==> config.mk <==
export PLATFORM = sky130hd
export DESIGN_NAME = lpddr_bank_command_state
export DESIGN_NICKNAME = d
export VERILOG_FILES = /design/src/hdl/lpddr_bank_pkg.sv /design/src/hdl/lpddr_cmd_decode.sv /design/src/hdl/lpddr_bank_fsm.sv /design/src/hdl/lpddr_bank_command_state.sv
export VERILOG_INCLUDE_DIRS = /design/src /design/src/hdl
export SDC_FILE = /design/constraint.sdc
export NUM_CORES = 1
export LEC_CHECK = 0
export BUFFER_PORTS_ARGS = -buffer_cell sky130_fd_sc_hd__clkbuf_2
export CELL_PAD_IN_SITES_DETAIL_PLACEMENT = 0
export CELL_PAD_IN_SITES_GLOBAL_PLACEMENT = 1
export CORE_ASPECT_RATIO = 0.9
export CORE_MARGIN = 2
export CORE_UTILIZATION = 35
export DETAILED_ROUTE_END_ITERATION = 7
export HOLD_SLACK_MARGIN = 0.06
export PLACE_DENSITY = 0.59
export SLEW_MARGIN = 20
export SYNTH_ARGS = -nofsm -noshare
export SYNTH_HDL_FRONTEND = slang
export SYNTH_SLANG_ARGS = --single-unit
export TNS_END_PERCENT = 20
==> constraint.sdc <==
create_clock -name sys_clk -period 6.7 [get_ports sys_clk]
set_input_delay 0.67 -clock sys_clk [delete_from_list [all_inputs] [get_ports sys_clk]]
set_output_delay 0.67 -clock sys_clk [all_outputs]
set_load 0.05 [all_outputs]
==> src/hdl/lpddr_bank_defs.svh <==
// Purpose: constants for the bank command state tracker
// Assumes: 250 MHz sys_clk, 4 ns period
// Notes: times in ns, counts derived by rounding up
//
// Summary of operation
// - burst-terminate pattern with clock gate low enters deep sleep.
// - deep sleep drops array power; stored contents become invalid.
// - chip select high ignores strobes; operations in progress continue.
// - select low, other strobes high is a no-op; work continues.
// - activate pattern opens a row only in an idle bank.
// - open bank takes reads and writes, with or without autoprecharge.
// - precharge to a plain read truncates it and starts precharging.
// - precharge to a plain write truncates it; controller masks bytes.
// - burst terminate ends the latest registered read, any bank.
// - commands count only with clock gate high on two edges, after exits.
// - bank is activating until activate delay elapses, then row active.
// - autoprecharge access stays busy until precharge wait, then idle.
// - refresh lasts refresh cycle time, then all banks idle.
// - mode load lasts mode load delay, then all banks idle.
// - precharge all lasts precharge wait, then every bank idle.
// - bank idle only after precharge wait or at once on deep sleep entry; unlisted commands are illegal.
// - precharge with autoprecharge bit high hits all banks, else one bank.
`ifndef LPDDR_BANK_DEFS_SVH
`define LPDDR_BANK_DEFS_SVH
`define CLK_PERIOD_PS        4000
`define T_RP_NS              15
`define T_RCD_NS             15
`define T_RFC_NS             72
`define T_MRD_NS             10
`define T_XSR_NS             112
`define T_XP_NS              10
`define NS_TO_CYC(t)         \
  (((t) * 1000 + `CLK_PERIOD_PS - 1) / `CLK_PERIOD_PS)
`define CYC_RP               `NS_TO_CYC(`T_RP_NS)
`define CYC_RCD              `NS_TO_CYC(`T_RCD_NS)
`define CYC_RFC              `NS_TO_CYC(`T_RFC_NS)
`define CYC_MRD              `NS_TO_CYC(`T_MRD_NS)
`define CYC_XSR              `NS_TO_CYC(`T_XSR_NS)
`define CYC_XP               `NS_TO_CYC(`T_XP_NS)
`define TIMER_W              8
`endif

==> src/hdl/lpddr_bank_pkg.sv <==
// Purpose: types for the bank command state tracker
// Assumes: nothing
// Notes: command codes follow the strobe patterns {ras,cas,we}
`default_nettype none
package lpddr_bank_pkg;
  typedef enum logic [2:0] {
    CMD_MODE_LOAD = 3'h0,
    CMD_REFRESH   = 3'h1,
    CMD_PRECHARGE = 3'h2,
    CMD_ACTIVATE  = 3'h3,
    CMD_WRITE     = 3'h4,
    CMD_READ      = 3'h5,
    CMD_TERMINATE = 3'h6,
    CMD_NOP       = 3'h7
  } cmd_t;
  typedef enum logic [6:0] {
    BK_IDLE       = 7'h01,
    BK_ACTIVATING = 7'h02,
    BK_ACTIVE     = 7'h04,
    BK_READ       = 7'h08,
    BK_WRITE      = 7'h10,
    BK_AUTO_PRE   = 7'h20,
    BK_PRECHARGE  = 7'h40
  } bank_state_t;
  typedef enum logic [4:0] {
    DEV_NORMAL    = 5'h01,
    DEV_REFRESH   = 5'h02,
    DEV_MODE_LOAD = 5'h04,
    DEV_PRE_ALL   = 5'h08,
    DEV_SLEEP     = 5'h10
  } dev_state_t;
endpackage
`default_nettype wire

==> src/hdl/lpddr_cmd_decode.sv <==
// Purpose: registers the strobes and decodes one command per edge
// Assumes: strobes synchronous to sys_clk
// Notes: one cycle of latency from pins to decoded command
`include "lpddr_bank_defs.svh"
`default_nettype none
module lpddr_cmd_decode
  import lpddr_bank_pkg::*;
(
  input  wire logic       sys_clk,
  input  wire logic       rst_n,
  input  wire logic       chip_select_n,
  input  wire logic       row_strobe_n,
  input  wire logic       col_strobe_n,
  input  wire logic       write_enable_n,
  input  wire logic       clock_gate,
  output var  cmd_t       cmd,
  output var  logic       gate_now,
  output var  logic       gate_prev
);
  cmd_t cmd_reg, cmd_next;
  logic gate_reg, gate_prev_reg;

  always_comb begin
    if (chip_select_n)
      cmd_next = CMD_NOP;
    else
      cmd_next = cmd_t'({row_strobe_n, col_strobe_n,
                         write_enable_n});
  end

  always_ff @(posedge sys_clk or negedge rst_n) begin
    if (!rst_n) begin
      cmd_reg       <= CMD_NOP;
      gate_reg      <= 1'b0;
      gate_prev_reg <= 1'b0;
    end else begin
      cmd_reg       <= cmd_next;
      gate_reg      <= clock_gate;
      gate_prev_reg <= gate_reg;
    end
  end

  assign cmd       = cmd_reg;
  assign gate_now  = gate_reg;
  assign gate_prev = gate_prev_reg;

  property p_deselect_nop;
    @(posedge sys_clk) disable iff (!rst_n)
      chip_select_n |=> cmd == CMD_NOP;
  endproperty
  a_deselect_nop: assert property (p_deselect_nop)
    else $error("deselect did not decode as no-op");
endmodule
`default_nettype wire

==> src/hdl/lpddr_bank_fsm.sv <==
// Purpose: one bank's state and countdown timer
// Assumes: commands already checked as legal by the top
// Notes: timer loads on entry to a timed state
`include "lpddr_bank_defs.svh"
`default_nettype none
module lpddr_bank_fsm
  import lpddr_bank_pkg::*;
#(
  parameter int TIMER_W = `TIMER_W
)(
  input  wire logic               sys_clk,
  input  wire logic               rst_n,
  input  wire logic               do_activate,
  input  wire logic               do_read,
  input  wire logic               do_write,
  input  wire logic               auto_pre,
  input  wire logic               do_precharge,
  input  wire logic               do_end_read,
  input  wire logic               force_idle,
  input  wire logic [TIMER_W-1:0] rcd_cycles,
  input  wire logic [TIMER_W-1:0] rp_cycles,
  output var  bank_state_t        state
);
  bank_state_t state_reg, state_next;
  logic [TIMER_W-1:0] timer_reg, timer_next;
  logic done;

  assign done = (timer_reg <= {{(TIMER_W-1){1'b0}}, 1'b1});

  always_comb begin
    state_next = state_reg;
    timer_next = (timer_reg != '0) ? timer_reg - 1'b1 : timer_reg;
    case (state_reg)
      BK_IDLE: if (do_activate) begin
        state_next = BK_ACTIVATING;
        timer_next = rcd_cycles;
      end
      BK_ACTIVATING: if (done)
        state_next = BK_ACTIVE;
      BK_ACTIVE, BK_READ, BK_WRITE: begin
        if (do_precharge) begin
          state_next = BK_PRECHARGE;
          timer_next = rp_cycles;
        end else if (do_read || do_write) begin
          timer_next = rp_cycles;
          if (auto_pre)
            state_next = BK_AUTO_PRE;
          else
            state_next = do_read ? BK_READ : BK_WRITE;
        end else if (do_end_read && state_reg == BK_READ)
          state_next = BK_ACTIVE;
      end
      BK_AUTO_PRE, BK_PRECHARGE: if (done)
        state_next = BK_IDLE;
      default: state_next = BK_IDLE;
    endcase
    if (force_idle) begin
      state_next = BK_IDLE;
      timer_next = '0;
    end
  end

  always_ff @(posedge sys_clk or negedge rst_n) begin
    if (!rst_n) begin
      state_reg <= BK_IDLE;
      timer_reg <= '0;
    end else begin
      state_reg <= state_next;
      timer_reg <= timer_next;
    end
  end

  assign state = state_reg;

  property p_activating_len;
    @(posedge sys_clk) disable iff (!rst_n)
      ($rose(state_reg == BK_ACTIVATING) && rcd_cycles == 8'h04 && !force_idle)
        |-> (state_reg == BK_ACTIVATING)[*4] ##1 state_reg == BK_ACTIVE;
  endproperty
  a_activating_len: assert property (p_activating_len)
    else $error("activating period wrong length");

  property p_precharge_idle;
    @(posedge sys_clk) disable iff (!rst_n)
      (state_reg == BK_PRECHARGE && timer_reg == 8'h01)
        |=> state_reg == BK_IDLE;
  endproperty
  a_precharge_idle: assert property (p_precharge_idle)
    else $error("precharge did not end in idle");

  property p_auto_pre_idle;
    @(posedge sys_clk) disable iff (!rst_n)
      (state_reg == BK_AUTO_PRE && timer_reg == 8'h01)
        |=> state_reg == BK_IDLE;
  endproperty
  a_auto_pre_idle: assert property (p_auto_pre_idle)
    else $error("auto precharge did not end in idle");
endmodule
`default_nettype wire

==> src/hdl/lpddr_bank_command_state.sv <==
// Purpose: per-bank command acceptance and device-wide states
// Assumes: controller obeys the partner-side command ordering
// Notes: illegal commands are flagged and otherwise ignored
`include "lpddr_bank_defs.svh"
`default_nettype none
module lpddr_bank_command_state
  import lpddr_bank_pkg::*;
#(
  parameter int NUM_BANKS = 4,
  parameter int BANK_W    = 2,
  parameter int TIMER_W   = `TIMER_W
)(
  input  wire logic                  sys_clk,
  input  wire logic                  rst_n,
  input  wire logic                  chip_select_n,
  input  wire logic                  row_strobe_n,
  input  wire logic                  col_strobe_n,
  input  wire logic                  write_enable_n,
  input  wire logic                  clock_gate,
  input  wire logic [BANK_W-1:0]     bank_select,
  input  wire logic                  autoprecharge_bit,
  input  wire logic                  init_done,
  output logic [NUM_BANKS-1:0]       bank_idle,
  output logic [NUM_BANKS-1:0]       bank_open,
  output logic                       all_idle,
  output logic                       deep_sleep,
  output logic                       contents_valid,
  output logic                       device_busy,
  output logic                       illegal_cmd
);
  if (NUM_BANKS != (1 << BANK_W) || TIMER_W < 8) begin : g_bad_param
    $error("bank count or timer width not supported");
  end

  localparam logic [TIMER_W-1:0] RCD_C = TIMER_W'(`CYC_RCD);
  localparam logic [TIMER_W-1:0] RP_C  = TIMER_W'(`CYC_RP);
  localparam logic [TIMER_W-1:0] RFC_C = TIMER_W'(`CYC_RFC);
  localparam logic [TIMER_W-1:0] MRD_C = TIMER_W'(`CYC_MRD);

  cmd_t cmd;
  logic gate_now, gate_prev;
  logic [BANK_W-1:0] bank_d_reg;
  logic              ap_d_reg;

  lpddr_cmd_decode u_dec (
    .sys_clk        (sys_clk),
    .rst_n          (rst_n),
    .chip_select_n  (chip_select_n),
    .row_strobe_n   (row_strobe_n),
    .col_strobe_n   (col_strobe_n),
    .write_enable_n (write_enable_n),
    .clock_gate     (clock_gate),
    .cmd            (cmd),
    .gate_now       (gate_now),
    .gate_prev      (gate_prev)
  );

  // address bits aligned with the decoded command
  always_ff @(posedge sys_clk or negedge rst_n) begin
    if (!rst_n) begin
      bank_d_reg <= '0;
      ap_d_reg   <= 1'b0;
    end else begin
      bank_d_reg <= bank_select;
      ap_d_reg   <= autoprecharge_bit;
    end
  end

  dev_state_t dev_reg, dev_next;
  logic [TIMER_W-1:0] dtimer_reg, dtimer_next;
  logic valid_reg, valid_next;
  logic [BANK_W-1:0] last_rd_reg, last_rd_next;
  logic illegal_reg, illegal_next;
  bank_state_t st [NUM_BANKS];
  logic [NUM_BANKS-1:0] idle_v, read_v, pre_ok_v, act_v;
  logic cmd_ok, ok_all_idle, dtimer_done;
  logic acc_ok, term_ok, pre_ok, act_ok, is_pre_all;

  always_comb begin
    for (int i = 0; i < NUM_BANKS; i++) begin
      idle_v[i]   = (st[i] == BK_IDLE);
      read_v[i]   = (st[i] == BK_READ);
      act_v[i]    = (st[i] == BK_ACTIVE) || (st[i] == BK_READ)
                    || (st[i] == BK_WRITE);
      pre_ok_v[i] = act_v[i] || idle_v[i];
    end
  end

  // commands count only with clock gate held high and device usable
  assign cmd_ok = gate_now && gate_prev && valid_reg
                  && dev_reg == DEV_NORMAL;
  assign ok_all_idle = &idle_v;
  assign dtimer_done = (dtimer_reg <= {{(TIMER_W-1){1'b0}}, 1'b1});
  assign is_pre_all  = (cmd == CMD_PRECHARGE) && ap_d_reg;
  assign act_ok  = idle_v[bank_d_reg];
  assign acc_ok  = act_v[bank_d_reg];
  assign term_ok = read_v[last_rd_reg];
  assign pre_ok  = is_pre_all ? &pre_ok_v : pre_ok_v[bank_d_reg];

  logic [NUM_BANKS-1:0] b_act, b_rd, b_wr, b_pre, b_end;
  logic                 b_force;

  always_comb begin
    dev_next     = dev_reg;
    dtimer_next  = (dtimer_reg != '0) ? dtimer_reg - 1'b1 : dtimer_reg;
    valid_next   = valid_reg;
    last_rd_next = last_rd_reg;
    illegal_next = 1'b0;
    b_act = '0;
    b_rd  = '0;
    b_wr  = '0;
    b_pre = '0;
    b_end = '0;
    b_force = 1'b0;
    case (dev_reg)
      DEV_NORMAL: begin
        if (!valid_reg && init_done)
          valid_next = 1'b1;
        if (gate_prev && !gate_now && cmd == CMD_TERMINATE
            && valid_reg) begin
          dev_next   = DEV_SLEEP;
          valid_next = 1'b0;
          b_force    = 1'b1;
        end else if (cmd_ok) begin
          case (cmd)
            CMD_NOP: ;
            CMD_ACTIVATE:
              if (act_ok) b_act[bank_d_reg] = 1'b1;
              else illegal_next = 1'b1;
            CMD_READ, CMD_WRITE:
              if (acc_ok) begin
                if (cmd == CMD_READ) begin
                  b_rd[bank_d_reg] = 1'b1;
                  last_rd_next = bank_d_reg;
                end else
                  b_wr[bank_d_reg] = 1'b1;
              end else illegal_next = 1'b1;
            CMD_TERMINATE:
              if (term_ok) b_end[last_rd_reg] = 1'b1;
              else illegal_next = 1'b1;
            CMD_PRECHARGE:
              if (!pre_ok) illegal_next = 1'b1;
              else if (is_pre_all) begin
                for (int i = 0; i < NUM_BANKS; i++)
                  b_pre[i] = act_v[i];
                dev_next    = DEV_PRE_ALL;
                dtimer_next = RP_C;
              end else
                b_pre[bank_d_reg] = act_v[bank_d_reg];
            CMD_REFRESH:
              if (ok_all_idle) begin
                dev_next    = DEV_REFRESH;
                dtimer_next = RFC_C;
              end else illegal_next = 1'b1;
            CMD_MODE_LOAD:
              if (ok_all_idle) begin
                dev_next    = DEV_MODE_LOAD;
                dtimer_next = MRD_C;
              end else illegal_next = 1'b1;
            default: illegal_next = 1'b1;
          endcase
        end
      end
      DEV_REFRESH, DEV_MODE_LOAD, DEV_PRE_ALL: begin
        if (gate_now && cmd != CMD_NOP)
          illegal_next = 1'b1;
        if (dtimer_done) begin
          dev_next = DEV_NORMAL;
          b_force  = 1'b1;
        end
      end
      DEV_SLEEP: begin
        b_force = 1'b1;
        if (gate_now)
          dev_next = DEV_NORMAL;
      end
      default: dev_next = DEV_NORMAL;
    endcase
  end

  always_ff @(posedge sys_clk or negedge rst_n) begin
    if (!rst_n) begin
      dev_reg     <= DEV_NORMAL;
      dtimer_reg  <= '0;
      valid_reg   <= 1'b0;
      last_rd_reg <= '0;
      illegal_reg <= 1'b0;
    end else begin
      dev_reg     <= dev_next;
      dtimer_reg  <= dtimer_next;
      valid_reg   <= valid_next;
      last_rd_reg <= last_rd_next;
      illegal_reg <= illegal_next;
    end
  end

  for (genvar g = 0; g < NUM_BANKS; g++) begin : g_bank
    lpddr_bank_fsm #(.TIMER_W(TIMER_W)) u_bank (
      .sys_clk      (sys_clk),
      .rst_n        (rst_n),
      .do_activate  (b_act[g]),
      .do_read      (b_rd[g]),
      .do_write     (b_wr[g]),
      .auto_pre     (ap_d_reg),
      .do_precharge (b_pre[g]),
      .do_end_read  (b_end[g]),
      .force_idle   (b_force),
      .rcd_cycles   (RCD_C),
      .rp_cycles    (RP_C),
      .state        (st[g])
    );
  end

  logic [NUM_BANKS-1:0] idle_o_reg, open_o_reg;
  logic all_idle_o_reg, sleep_o_reg, busy_o_reg;

  always_ff @(posedge sys_clk or negedge rst_n) begin
    if (!rst_n) begin
      idle_o_reg     <= '0;
      open_o_reg     <= '0;
      all_idle_o_reg <= 1'b0;
      sleep_o_reg    <= 1'b0;
      busy_o_reg     <= 1'b0;
    end else begin
      idle_o_reg     <= idle_v;
      open_o_reg     <= act_v;
      all_idle_o_reg <= ok_all_idle && dev_reg == DEV_NORMAL;
      sleep_o_reg    <= (dev_next == DEV_SLEEP);
      busy_o_reg     <= (dev_next != DEV_NORMAL)
                        && (dev_next != DEV_SLEEP);
    end
  end

  assign bank_idle      = idle_o_reg;
  assign bank_open      = open_o_reg;
  assign all_idle       = all_idle_o_reg;
  assign deep_sleep     = sleep_o_reg;
  assign contents_valid = valid_reg;
  assign device_busy    = busy_o_reg;
  assign illegal_cmd    = illegal_reg;

  property p_sleep_entry;
    @(posedge sys_clk) disable iff (!rst_n)
      (dev_reg == DEV_NORMAL && valid_reg && gate_prev && !gate_now
       && cmd == CMD_TERMINATE) |=> deep_sleep && !contents_valid;
  endproperty
  a_sleep_entry: assert property (p_sleep_entry)
    else $error("deep sleep not entered");

  property p_sleep_loses;
    @(posedge sys_clk) disable iff (!rst_n)
      dev_reg == DEV_SLEEP |-> !valid_reg;
  endproperty
  a_sleep_loses: assert property (p_sleep_loses)
    else $error("contents valid during deep sleep");

  property p_refresh_len;
    @(posedge sys_clk) disable iff (!rst_n)
      $rose(dev_reg == DEV_REFRESH) |-> (dev_reg == DEV_REFRESH)[*8]
        ##[10:11] dev_reg == DEV_NORMAL && ok_all_idle;
  endproperty
  a_refresh_len: assert property (p_refresh_len)
    else $error("refresh period wrong");

  property p_mode_len;
    @(posedge sys_clk) disable iff (!rst_n)
      $rose(dev_reg == DEV_MODE_LOAD) |-> (dev_reg == DEV_MODE_LOAD)[*3]
        ##1 dev_reg == DEV_NORMAL;
  endproperty
  a_mode_len: assert property (p_mode_len)
    else $error("mode load period wrong");

  property p_pre_all;
    @(posedge sys_clk) disable iff (!rst_n)
      $rose(dev_reg == DEV_PRE_ALL) |-> (dev_reg == DEV_PRE_ALL)[*4]
        ##1 (dev_reg == DEV_NORMAL) ##1 ok_all_idle;
  endproperty
  a_pre_all: assert property (p_pre_all)
    else $error("precharge all did not leave banks idle");

  property p_gate_needed;
    @(posedge sys_clk) disable iff (!rst_n)
      (!gate_prev && dev_reg == DEV_NORMAL) |=> $stable(idle_v);
  endproperty
  a_gate_needed: assert property (p_gate_needed)
    else $error("command taken with clock gate low");
endmodule
`default_nettype wire

# == Word-level counts from Yosys, hierarchy flattened ==
# Index checks and enable logic that the tools add are counted.
# totals
regBits,96
input_bits,11
# op_classes
add_sub_neg,5
order_cmp,9
n_eq_ne,59
n_mux,140
bitwise,2
n_reduce_logical,61
# op_table
cell,n
7-bit 2-to-1 mux,32
8-bit 2-to-1 mux,28
4-bit 2-to-1 mux,28
7-bit case mux with 4 select lines,4
8-bit case mux with 2 select lines,4
5-bit 2-to-1 mux,12
"8-bit by 1-bit <= comparator with 1-bit output, second input constant",5
8-bit nonzero test,5
"8-bit by 1-bit subtractor with 8-bit output, second input constant",5
5-bit case mux with 3 select lines,2
"7-bit by 1-bit == test with 1-bit output, second input constant",4
"7-bit by 2-bit == test with 1-bit output, second input constant",4
"7-bit by 3-bit == test with 1-bit output, second input constant",4
"7-bit by 4-bit == test with 1-bit output, second input constant",4
"7-bit by 5-bit == test with 1-bit output, second input constant",4
"7-bit by 6-bit == test with 1-bit output, second input constant",4
"7-bit == test, second input constant",4
"3-bit by 2-bit != test with 1-bit output, second input constant",8
8-bit case mux with 3 select lines,1
4-bit AND reduction,6
"5-bit by 3-bit != test with 1-bit output, second input constant",4
1-bit 2-to-1 mux,19
1-bit logical AND,17
1-bit logical OR,16
other kinds (29),52

# == Logic depth before layout (Yosys ltp) ==
# Gate-level depths: netlist (run 1).
# depth
depth_word,16
ltp_mapped,10
ltp_nobuf,8

# == By module ==
# From an unflattened synthesis (run 1), not the netlist that was laid out.
# hier_totals
hier_cells,737
area_unflattened_um2,6605.1
# by_module_without_submodules
module,instances,cells_per_inst,area_each_um2,seq_area_each_um2
lpddr_bank_fsm (g_bank[1].u_bank ...),3,120,1074.8,376.6
lpddr_bank_command_state,1,249,2109.5,777.0
lpddr_bank_fsm (g_bank[0].u_bank),1,120,1123.6,376.6
lpddr_cmd_decode,1,8,147.6,128.9

# == Least setup slack after synthesis (run 1) ==
# Ideal clock, no wire load.
# synth_timing
path_kind,register -> register
startpoint,"reg valid_reg, in the netlist contents_valid"
endpoint,reg g_bank[3].u_bank.state_reg[4]
setup_time_ns,0.122
arrival_time_ns,2.369
path_slack_ns,4.210
stages_incl_launch_ff,8
path_buffers,0
cell_sequence,dfrtp_1 > and3_1 > nand3_1 > nor3_2 > a21boi_0 > nand2b_1 > or2_1 > a32o_1
# synth_via
elab_chain_len,11
# synth_rtl
item,line,source
"start, declared",lpddr_bank_command_state.sv:71,"logic valid_reg, valid_next;"
"start signal, assigned",lpddr_bank_command_state.sv:191,valid_reg <= valid_next;
1-bit logical AND,lpddr_bank_command_state.sv:90,assign cmd_ok = gate_now && gate_prev && valid_reg
1-bit logical AND,lpddr_bank_command_state.sv:91,&& dev_reg == DEV_NORMAL;
4-bit 2-to-1 mux,lpddr_bank_command_state.sv:124,end else if (cmd_ok) begin
4-bit 2-to-1 mux,lpddr_bank_command_state.sv:119,if (gate_prev && !gate_now && cmd == CMD_TERMINATE
4-bit 2-to-1 mux,lpddr_bank_command_state.sv:115,case (dev_reg)
5-bit 2-to-1 mux,lpddr_bank_fsm.sv:49,state_next = do_read ? BK_READ : BK_WRITE;
7-bit 2-to-1 mux,lpddr_bank_fsm.sv:46,if (auto_pre)
7-bit 2-to-1 mux,lpddr_bank_fsm.sv:44,end else if (do_read || do_write) begin
7-bit 2-to-1 mux,lpddr_bank_fsm.sv:41,if (do_precharge) begin
7-bit case mux with 4 select lines,lpddr_bank_fsm.sv:33,case (state_reg)
7-bit 2-to-1 mux,lpddr_bank_fsm.sv:57,if (force_idle) begin
"end signal, assigned",lpddr_bank_fsm.sv:68,state_reg <= state_next;
"end, declared",lpddr_bank_fsm.sv:24,"bank_state_t state_reg, state_next;"
# Parallel ways exist; a longest one is shown, timed or not.
# A chain may end at the register's enable or synchronous reset.

# == Worst setup path after layout (run 1) ==
# layout_timing
startpoint,reg dev_reg[0]
endpoint,reg g_bank[3].u_bank.state_reg[6]
# layout_via
elab_chain_len,10
# layout_rtl
item,line,source
"start, declared",lpddr_bank_command_state.sv:69,"dev_state_t dev_reg, dev_next;"
"start signal, assigned",lpddr_bank_command_state.sv:189,dev_reg <= dev_next;
5-bit by 1-bit == test with 1-bit output,"lpddr_bank_command_state.sv:91, lpddr_bank_command_state.sv:115",
1-bit logical AND,lpddr_bank_command_state.sv:91,
4-bit 2-to-1 mux,lpddr_bank_command_state.sv:124,
4-bit 2-to-1 mux,lpddr_bank_command_state.sv:119,
4-bit 2-to-1 mux,lpddr_bank_command_state.sv:115,
1-bit logical OR,lpddr_bank_fsm.sv:44,
7-bit 2-to-1 mux,lpddr_bank_fsm.sv:44,
7-bit 2-to-1 mux,lpddr_bank_fsm.sv:41,
7-bit case mux with 4 select lines,lpddr_bank_fsm.sv:33,
7-bit 2-to-1 mux,lpddr_bank_fsm.sv:57,
# Parallel ways exist; a longest one is shown, timed or not.

==> impl_results.md, run 1 <==
* Run status: completed
* Hpwl dp at 9960 µm
* Number of failing setup endpoints in the final timing report at 0
* Total count of hold-check failures in the final report at 0
* Fraction of final layout cells with drive strength greater than 1 at 0.133
* Final global-route overflow total at 0
* Logic gate share of total power at 0.405
* Number of design rule violations left after detail routing at 0
* EDFF count, synth at 0
* Number of clock sinks at 96
* Core area at 0.0154 mm²
* Launch point of the worst path: dev_reg[0]$_DFF_PN1_
* Horiz. Die Dim at 136 µm
* Die footprint at 0.0167 mm²
* Portion of total power attributed to sequential cells at 0.365
* Routability-driven placement congestion ratio at 0.833
* Synth unique cells at 75
* Cell count after synthesis at 576
* Starting density of the core at 0.357
* Critical path cell sequence: nor2b_1 -> nand3_1 -> nor3_2 -> a21boi_0 -> nand2b_1 -> or2_1 -> a32o_1
* Total length of routed met3 wires at 392 µm
* Routed wire length per instance at 17.3 µm
* Switching share of power at 0.398
* Via Count at 4355
* Worst reg2reg startpoint: dev_reg[0]$_DFF_PN1_
* Nature of the critical path endpoint: flop
* Summed negative setup slack over all endpoints at 0 ns
* Relative area change from synthesis to final layout at 11.0%
* Iteration-0 DRC Markers at 337
* Number of buffers added by the clock tree synthesis step at 9
* Clock network power share at 0.231
* Setup repair after global routing missed its margin: no
* CTS H-tree depth at 3
* Power density cells at 404 mW/mm²
* Standard-cell row count at 43
* Most frequently used flop master after synthesis: dfrtp_1
* Total of flip-flops plus latches after synthesis at 96
* Worst reg2reg setup slack at 3.62 ns
* First-pass detailed-route iteration total at 4
* Chip Height at 123 µm
* Number of antenna violations at the first check in global routing at 0
* Actual slew at the worst max-slew pin at 1.09 ns
* Max-slew violation count at 0
* Detailed-route wire length on metal 1 at 6930 µm
* Library cell contributing the largest single delay on the critical path: nor3_2
* Combined global-route utilization of all metal layers at 0.177
* Wire length of the first global-routing pass at 22600 µm
* Largest incremental delay on the critical path at 0.64 ns
* Ratio of routed vias to standard cells at 5.46
* Number of buffers inserted by hold repair at cts at 0
* Arrival time reported for the critical path endpoint at 3.32 ns
* Path class of the lowest-slack min-delay path: primary input to asynchronous set/reset pin
* Total I/O pin count at 24
* Count of cells along the worst register-to-register path at 7
* Gate family responsible for the most delay along the worst path: simple AND/OR/NAND/NOR gates
* ANT cells at 0
* Async SR Flop Fraction at 1.00
* Total net switching power at 982 µW
* Crit path kind: flop to flop
* Via count of the first global-routing pass at 4317
* Average cell area after synthesis at 9.54 µm²
* Sequential-to-total area share from yosys stat at 0.439
* Clock Root Buffer: clkbuf_16
* Total of warnings raised by yosys at 0
* Buffer count from post-CTS setup fixing at 0
* Combined buffer and inverter count along the critical path at 0
* Peak supply drop at 0.000169 V
* Final routed wirelength across all metal layers at 13800 µm
* Antenna Nets Post-Route at 0
* Worst slew margin relative to its limit at 0.271
* Worst hold slack at 0.320 ns
* Number of filler cells placed in the layout at 1578
* Post-layout min period at 3.08 ns
* Number of flip-flops under the largest register name at 32
* Pin count of the biggest net entering global routing at 53
* Maximum root-to-sink buffer count at 2
* Leakage power at 2.64 nW
* Data required time at the worst endpoint at 6.94 ns
* Worst setup skew after layout at 0.0121 ns
* Number of gates resized after CTS at 0
* Synthesized net count at 601
* Nets@finish at 615
* Uppermost metal layer occupied by signal nets: met4
* Final clock period utilization by the worst path at 0.460
* Skew-Pair Late Insertion Delay at 0.35 ns
* Number of buffer cells added on primary ports at 23
* Syn Std Cell Area at 0.00550 mm²
* TritonCTS clock tree: yes
* Total met2 wirelength after detailed routing at 6250 µm
* Highest Clock Rate at 325 MHz
* Logic depth of the worst setup path including buffers at 7
* Number of maximum-capacitance violations at 0
* Total internal power at 1.48 mW
* Maximum fanout along the worst path at 8
* CP Launch Type: flop
* Reg-to-reg endpoint: g_bank[3].u_bank.state[6]$_DFFE_PN0P_
* Clock slew at reported path FFs at 0.07 ns
[power by group through the flow]
stage / Sequential [mW] / Clock [mW] / Combinational (mW)
finish: 0.900 / 0.569 / 0.998
global route: 0.928 / 0.613 / 1.13
CTS: 0.899 / 0.592 / 1.01
detailed placement: 0.908 / 0 / 0.999
global placement: 0.905 / 0 / 0.992
floorplan: 0.936 / 0 / 0.736
[cells in the mapped netlist, types with 3 or more instances]
| library cell | instances | area share |
|---|---|---|
| nor3b_1 | 5 | 0.0068 |
| nor2_1 | 57 | 0.039 |
| nor2b_1 | 4 | 0.0046 |
| a32o_1 | 6 | 0.011 |
| nor4_1 | 13 | 0.015 |
| or2_2 | 8 | 0.0091 |
| o31a_1 | 4 | 0.0064 |
| a211oi_1 | 5 | 0.0068 |
| and3_1 | 10 | 0.011 |
| a21oi_1 | 25 | 0.023 |
| a21boi_0 | 6 | 0.0082 |
| and4_1 | 3 | 0.0048 |
| nand4_1 | 5 | 0.0057 |
| o2111ai_1 | 3 | 0.0048 |
| nand2b_1 | 5 | 0.0057 |
| dfrtp_1 | 88 | 0.40 |
| or4b_1 | 3 | 0.0055 |
| nand3_1 | 16 | 0.015 |
| clkbuf_1 | 11 | 0.0075 |
| o211ai_1 | 8 | 0.011 |
| ha_1 | 14 | 0.032 |
| nand2_1 | 34 | 0.023 |
| o21a_1 | 3 | 0.0041 |
| xnor2_1 | 26 | 0.041 |
| o2111a_1 | 3 | 0.0061 |
| o22ai_1 | 3 | 0.0034 |
| inv_1 | 22 | 0.015 |
| o31ai_1 | 4 | 0.0055 |
| buf_2 | 3 | 0.0027 |
| or3_1 | 10 | 0.011 |
| a31oi_1 | 3 | 0.0034 |
| and2_1 | 14 | 0.016 |
| xor2_1 | 14 | 0.022 |
| buf_1 | 3 | 0.0020 |
| dfstp_2 | 8 | 0.038 |
| o21ai_0 | 28 | 0.026 |
| buf_6 | 3 | 0.0061 |
| nor3_1 | 40 | 0.036 |
| nor4b_1 | 7 | 0.011 |
[worst reg2reg max path, stage by stage, from the launching register on]
cell      delay, ns
dfstp_2        0.54
nor2b_1        0.28
nand3_1        0.28
nor3_2         0.64
a21boi_0       0.37
nand2b_1       0.30
or2_1          0.29
a32o_1         0.27
[area by class of cell]
class / instances / area (µm²) / area share
tap: 202 / 253 / 0.0414
multi-input combinational: 437 / 2900 / 0.475
clock inverter: 7 / 103 / 0.0168
timing repair buffer: 24 / 125 / 0.0205
inverter: 22 / 82.6 / 0.0135
clock buffer: 9 / 225 / 0.0369
sequential: 96 / 2410 / 0.395
[worst max path at each step]
stage,to
2_1_floorplan,g_bank[3].u_bank.state[4]$_DFFE_PN0P_
3_3_place_gp,g_bank[3].u_bank.state[6]$_DFFE_PN0P_
3_5_place_dp,g_bank[3].u_bank.state[6]$_DFFE_PN0P_
4_1_cts,g_bank[3].u_bank.state[6]$_DFFE_PN0P_
5_1_grt,g_bank[3].u_bank.state[4]$_DFFE_PN0P_
6_report,g_bank[3].u_bank.state[6]$_DFFE_PN0P_
[placed cells by master (no fill, tap or decap), drive strengths merged, types with 17 or more instances in the layout]
master | synthesis | routed
nor3 | 42 | 42
a21oi | 25 | 25
nor2 | 57 | 57
inv | 22 | 25
xnor2 | 26 | 26
nand3 | 17 | 17
nand2 | 34 | 34
o21ai | 30 | 30
clkbuf | 12 | 31
dfrtp | 88 | 88
[through the flow]
step	instances	cell area (µm²)	util	setup WS [ns]	power [mW]
2_1_floorplan	576	5500	-	4.21	1.67
3_3_place_gp	781	5770	0.375	3.64	1.90
6_report	797	6100	0.396	3.62	2.47
4_1_cts	797	6100	0.396	3.63	2.50
5_1_grt	797	6100	0.396	3.39	2.67
3_5_place_dp	781	5770	0.375	3.65	1.91
[cell families after synthesis]
kind of cell | share of synthesized area
buffers and inverters | 0.0344
DFF | 0.439
and+or+nand+nor | 0.242
adders and majority gates | 0.0319
xor gates and xnor gates | 0.0638
AOI/OAI and AO/OA | 0.177
muxes | 0.0118
[layer usage]
layer / track usage / up-vias
li1: - / 2138
met2: 0.272 / 52
met3: 0.0339 / 15
met5: 0 / -
met1: 0.249 / 2150
met4: 0.0599 / 0
Power figures use the tool's default switching activity.
==> run 2: changes to the inputs <==
Clock period 6.7 ns to 3.2 ns, I/O delays scaled along.
==> impl_results.md, run 2 (synthesis results as in run 1) <==
* Run status: completed
* Summed negative setup slack over all endpoints at 0 ns (unchanged)
* Final global-route overflow total at 0 (unchanged)
* Number of buffer cells added on primary ports at 23 (unchanged)
* Number of buffers added by the clock tree synthesis step at 9 (unchanged)
* Arrival time reported for the critical path endpoint at 2.99 ns (-0.33 ns)
* Destination of the worst hold path: u_dec.gate_now$_DFF_PN0_
* Combined global-route utilization of all metal layers at 0.179 (+0.00215)
* Buffer count from post-CTS setup fixing at 0 (unchanged)
* Routed wire length per instance at 17.1 µm (-1.3%)
* Combined buffer and inverter count along the critical path at 0 (unchanged)
* Power density cells at 823 mW/mm² (+100%)
* Total length of routed met3 wires at 537 µm (+37%)
* Clock Root Buffer: clkbuf_16
* Number of cells on the worst hold path at 1
* Final clock period utilization by the worst path at 0.861 (+0.401)
* Most common cell after layout, fill and taps aside: dfrtp_1
* Antenna Nets Post-Route at 0 (unchanged)
* Routability-driven placement congestion ratio at 0.869 (+4.3%)
* Total I/O pin count at 24 (unchanged)
* Leakage power at 2.71 nW (+2.7%)
* Pin count of the biggest net entering global routing at 74 (+40%)
* Number of gates resized after CTS at 0 (unchanged)
* Ratio of routed vias to standard cells at 5.41 (-0.98%)
* Standard-cell row count at 43 (unchanged)
* Relative area change from synthesis to final layout at 12.5%
* Critical path cell sequence: nor4b_2 -> a211oi_1 -> o41ai_2 -> nand3_2 -> o31a_1 -> or2_1 -> a32o_1
* Worst reg2reg setup slack at 0.44 ns (-3.18 ns)
* Core Util, Final at 0.402 (+0.00520)
* Nature of the critical path endpoint: flop
* Maximum root-to-sink buffer count at 2 (unchanged)
* First-pass detailed-route iteration total at 4 (unchanged)
* Number of clock sinks at 96 (unchanged)
* Hold_sp: clock_gate
* Path class of the lowest-slack min-delay path: primary input to flop
* Horiz. Die Dim at 136 µm (unchanged)
* ANT cells at 0 (unchanged)
* Number of buffers inserted by hold repair at cts at 0 (unchanged)
* Number of antenna violations at the first check in global routing at 0 (unchanged)
* Cell count after placement at 797 (+2.0%)
* Via Count at 4399 (+1.0%)
* Number of flip-flops under the largest register name at 32 (unchanged)
* Worst reg2reg startpoint: g_bank[0].u_bank.state[0]$_DFFE_PN1P_
* Hpwl dp at 10200 µm (+2.0%)
* Highest Clock Rate at 363 MHz (+12%)
* Largest incremental delay on the critical path at 0.57 ns (-0.07 ns)
* Total count of hold-check failures in the final report at 0 (unchanged)
* Library cell contributing the largest single delay on the critical path: dfstp_2
* CP Launch Type: flop
* Number of failing setup endpoints in the final timing report at 0 (unchanged)
* Reg-to-reg endpoint: g_bank[3].u_bank.state[6]$_DFFE_PN0P_
* Fraction of final layout cells with drive strength greater than 1 at 0.154 (+0.0211)
* Maximum fanout along the worst path at 7 (-1)
* Gate family responsible for the most delay along the worst path: compound AO/OA/AOI/OAI gates
* Final routed wirelength across all metal layers at 13900 µm (+0.73%)
* Nets@finish at 631 (+2.6%)
* Data required time at the worst endpoint at 3.44 ns (-3.50 ns)
* Skew-Pair Late Insertion Delay at 0.35 ns (about the same)
* Worst slew margin relative to its limit at 0.366 (+0.0943)
* Iteration-0 DRC Markers at 246 (-27%)
* Wire length of the first global-routing pass at 23200 µm (+2.7%)
* Chip Height at 123 µm (unchanged)
* Crit path kind: flop to flop
* Number of maximum-capacitance violations at 0 (unchanged)
* Max-slew violation count at 0 (unchanged)
* Number of design rule violations left after detail routing at 0 (unchanged)
* Worst setup skew after layout at 0.00907 ns (-0.00307 ns)
* Uppermost metal layer occupied by signal nets: met4
* Count of cells along the worst register-to-register path at 7 (unchanged)
* Core area at 0.0154 mm² (unchanged)
* Non-filler instance count after layout at 813 (+2.0%)
* Via count of the first global-routing pass at 4478 (+3.7%)
* Top library cells by usage in the layout, fill and taps aside: dfrtp_1, nor2_1, nor3_1, nand2_1, o21ai_0
* Total met2 wirelength after detailed routing at 6470 µm (+3.5%)
* Starting density of the core at 0.357 (unchanged)
* Peak supply drop at 0.000338 V (+100%)
* Setup repair after global routing missed its margin: no
* Post-layout min period at 2.76 ns (-0.325 ns)
* TritonCTS clock tree: yes
* Detailed-route wire length on metal 1 at 6730 µm (-2.8%)
* Die footprint at 0.0167 mm² (unchanged)
* CTS H-tree depth at 3 (unchanged)
* Actual slew at the worst max-slew pin at 0.952 ns (-0.141 ns)
* Clock slew at reported path FFs at 0.07 ns (about the same)
run 2: cell count changes in the layout (fill, tap and decap cells not counted), sizes merged:
cell      previous run  this run
clkinvlp             1         0
clkbuf              31        32
buf                  2        18
bufinv               2         1
clkinv               1         4
inv                 25        23
run 2: how the worst max path moves through the flow:
stage / startpoint / to / slack (ns) / depth (start not counted)
3_3_place_gp: g_bank[0].u_bank.state[3]$_DFFE_PN0P_ / g_bank[3].u_bank.timer_reg[7]$_DFF_PN0_ / 0.54 / 7
5_1_grt: g_bank[0].u_bank.state[3]$_DFFE_PN0P_ / g_bank[3].u_bank.timer_reg[5]$_DFF_PN0_ / 0.20 / 7
6_report: g_bank[0].u_bank.state[0]$_DFFE_PN1P_ / g_bank[3].u_bank.state[6]$_DFFE_PN0P_ / 0.44 / 7
2_1_floorplan: contents_valid$_DFFE_PN0P_ / g_bank[3].u_bank.state[6]$_DFFE_PN0P_ / 0.71 / 7
3_5_place_dp: g_bank[0].u_bank.state[0]$_DFFE_PN1P_ / g_bank[3].u_bank.timer_reg[6]$_DFF_PN0_ / 0.45 / 7
4_1_cts: g_bank[0].u_bank.state[0]$_DFFE_PN1P_ / g_bank[3].u_bank.timer_reg[4]$_DFF_PN0_ / 0.42 / 7
run 2: routing by layer:
metal | up-vias | GRT usage
met5 | - | 0
met4 | 0 | 0.0547
met3 | 8 | 0.0322
met2 | 67 | 0.280
met1 | 2161 | 0.252
li1 | 2163 | -
run 2: layout make-up:
type	instances	area, µm²
inverter	22	82.6
clock inverter	6	58.8
tap	202	253
clock buffer	10	229
sequential	96	2410
fill	1568	9210
timing repair buffer	40	245
multi-input combinational	437	2900
run 2: per-stage QoR:
step / setup WS [ns] / hold slack, ns / instance area (µm²) / total power, mW
final: 0.444 / 0.0725 / 6180 / 5.09
after global routing: 0.203 / 0.0621 / 6180 / 5.52
after CTS: 0.419 / 0.0610 / 6180 / 5.16
after detailed placement: 0.446 / 0.430 / 5890 / 4.05
after global placement: 0.537 / 0.430 / 5890 / 4.02
after floorplan: 0.710 / 0.0244 / 5500 / 3.50
run 2: power breakdown:
part | total (mW) | switching [mW] | internal, mW
clock | 1.07 | 0.470 | 0.604
combinational | 2.14 | 1.25 | 0.889
sequential | 1.88 | 0.312 | 1.57
total | 5.09 | 2.03 | 3.06
==> run 3: changes to the inputs <==
Clock period 3.2 ns to 3.3 ns, I/O delays scaled along.
==> impl_results.md, run 3 (synthesis results as in run 1) <==
* Final clock period utilization by the worst path at 0.819 (-0.0418)
* Combined global-route utilization of all metal layers at 0.178 (-0.000692)
* Wire length of the first global-routing pass at 22900 µm (-1.0%)
* Run status: completed
* Total count of hold-check failures in the final report at 0 (unchanged)
* Routability-driven placement congestion ratio at 0.889 (+2.2%)
* Most common cell after layout, fill and taps aside: dfrtp_1
* Data required time at the worst endpoint at 3.53 ns (+0.09 ns)
* Number of clock sinks at 96 (unchanged)
* Number of antenna violations at the first check in global routing at 0 (unchanged)
* Critical path cell sequence: or4b_1 -> o311ai_2 -> a31oi_1 -> o22a_2 -> o31a_1 -> o31ai_4 -> nor3_1
* Combined buffer and inverter count along the critical path at 0 (unchanged)
* Hpwl dp at 9900 µm (-2.6%)
* Post-Place Setup Slack at 0.615 ns (+0.169 ns)
* Worst slew margin relative to its limit at 0.498 (+0.132)
* Fraction of final layout cells with drive strength greater than 1 at 0.143 (-0.0105)
* Via count of the first global-routing pass at 4402 (-1.7%)
* Horiz. Die Dim at 136 µm (unchanged)
* Die footprint at 0.0167 mm² (unchanged)
* CTS H-tree depth at 3 (unchanged)
* Placed standard-cell area at 0.00585 mm² (-0.76%)
* Worst setup skew after layout at 0.00852 ns (-0.000557 ns)
* Power density cells at 800 mW/mm² (-2.8%)
* Path class of the lowest-slack min-delay path: primary input to asynchronous set/reset pin
* Number of failing setup endpoints in the final timing report at 0 (unchanged)
* Final routed wirelength across all metal layers at 13700 µm (-0.99%)
* Top library cells by usage in the layout, fill and taps aside: dfrtp_1, nor2_1, nor3_1, nand2_1, o21ai_0
* Clock Root Buffer: clkbuf_16
* Gate family responsible for the most delay along the worst path: compound AO/OA/AOI/OAI gates
* Number of buffers added by the clock tree synthesis step at 9 (unchanged)
* Iteration-0 DRC Markers at 311 (+26%)
* ANT cells at 0 (unchanged)
* Chip Height at 123 µm (unchanged)
* First-pass detailed-route iteration total at 4 (unchanged)
* Number of filler cells placed in the layout at 1564 (-0.26%)
* PnR Total Power at 4.93 mW (-3.1%)
* Relative area change from synthesis to final layout at 12.2%
* Arrival time reported for the critical path endpoint at 2.93 ns (-0.06 ns)
* Library cell contributing the largest single delay on the critical path: or4b_1
* CP Launch Type: flop
* Nets@finish at 627 (-0.63%)
* Core area at 0.0154 mm² (unchanged)
* Setup repair after global routing missed its margin: no
* Starting density of the core at 0.357 (unchanged)
* TritonCTS clock tree: yes
* Actual slew at the worst max-slew pin at 0.753 ns (-0.198 ns)
* Clock slew at reported path FFs at 0.07 ns (about the same)
* Ratio of routed vias to standard cells at 5.47 (+1.2%)
* Maximum root-to-sink buffer count at 2 (unchanged)
* Post-layout min period at 2.70 ns (-0.0519 ns)
* Final global-route overflow total at 0 (unchanged)
* Antenna Nets Post-Route at 0 (unchanged)
* Max-slew violation count at 0 (unchanged)
* Worst hold slack at 0.0184 ns (-0.0541 ns)
* Maximum fanout along the worst path at 13 (+6)
* Highest Clock Rate at 370 MHz (+1.9%)
* Pin count of the biggest net entering global routing at 82 (+11%)
* Crit path kind: flop to flop
* Smallest setup slack after layout at 0.596 ns (+0.152 ns)
* Standard-cell row count at 43 (unchanged)
* Summed negative setup slack over all endpoints at 0 ns (unchanged)
* Number of gates resized after CTS at 0 (unchanged)
* Largest incremental delay on the critical path at 0.58 ns (about the same)
* Peak supply drop at 0.000466 V (+38%)
* Summed area of non-filler cells in the final layout at 0.00616 mm² (-0.28%)
* Number of buffer cells added on primary ports at 23 (unchanged)
* Skew-Pair Late Insertion Delay at 0.36 ns (about the same)
* Leakage power at 2.67 nW (-1.2%)
* Number of maximum-capacitance violations at 0 (unchanged)
* Via Count at 4429 (+0.68%)
* Number of design rule violations left after detail routing at 0 (unchanged)
* Number of flip-flops under the largest register name at 32 (unchanged)
* Routed wire length per instance at 17.0 µm (-0.51%)
* Nature of the critical path endpoint: flop
* Total I/O pin count at 24 (unchanged)
run 3: changes by cell type in the layout (fill, tap and decap cells not counted), sizes merged:
cell and change:
dlygate4sd3 +2, clkinvlp +2, clkinv -2, buf -6, inv -1, clkbuf +1
run 3: cell type report:
type                            count  area [µm²]  share of cell area
Clock inverter                      5        58.8             0.00954
Clock buffer                       11         233              0.0378
Tap cell                          202         253              0.0410
Multi-Input combinational cell    437        2900               0.471
Inverter                           22        82.6              0.0134
Timing Repair Buffer               36         224              0.0363
Sequential cell                    96        2410               0.391
run 3: layer usage:
| metal | global-route usage | routed length (µm) | vias up |
|---|---|---|---|
| met2 | 0.268 | 6210 | 101 |
| li1 | - | - | 2151 |
| met4 | 0.0638 | 237 | 0 |
| met3 | 0.0434 | 671 | 19 |
| met1 | 0.249 | 6610 | 2158 |
| met5 | 0 | 0 | - |
run 3: where the power goes:
group	total [mW]	internal, mW	switching (mW)
sequential	1.82	1.52	0.302
combinational	2.06	0.851	1.21
clock	1.05	0.588	0.462
run 3: worst paths after layout:
kind                                                  startpoint                                       to  slack, ns  cells past startpoint
hold reg to reg                         u_dec.gate_now$_DFF_PN0_                u_dec.gate_prev$_DFF_PN0_       0.52                      0
hold / removal                                             rst_n                  dtimer_reg[7]$_DFF_PN0_       0.02                      1
setup / recovery           g_bank[3].u_bank.state[3]$_DFFE_PN0P_  g_bank[3].u_bank.timer_reg[5]$_DFF_PN0_       0.60                      7
max in group asynchronous                                  rst_n  g_bank[3].u_bank.timer_reg[0]$_DFF_PN0_       2.56                      2
setup reg to reg           g_bank[3].u_bank.state[3]$_DFFE_PN0P_  g_bank[3].u_bank.timer_reg[5]$_DFF_PN0_       0.60                      7
min in group sys_clk                              bank_select[0]                  bank_d_reg[0]$_DFF_PN0_       0.08                      1
run 3: repair_timing:
item                                   in CTS  in global routing
endpoints found under the hold margin       0                  2
hold buffers                                0                  2
buffers inserted                            0                  0
run 3: through the flow:
| stage | std cells | util |
|---|---|---|
| after CTS | 807 | 0.399 |
| after detailed placement | 791 | 0.380 |
| after global routing | 809 | 0.401 |
| after global placement | 791 | 0.380 |
| final | 809 | 0.401 |
| after floorplan | 576 | - |
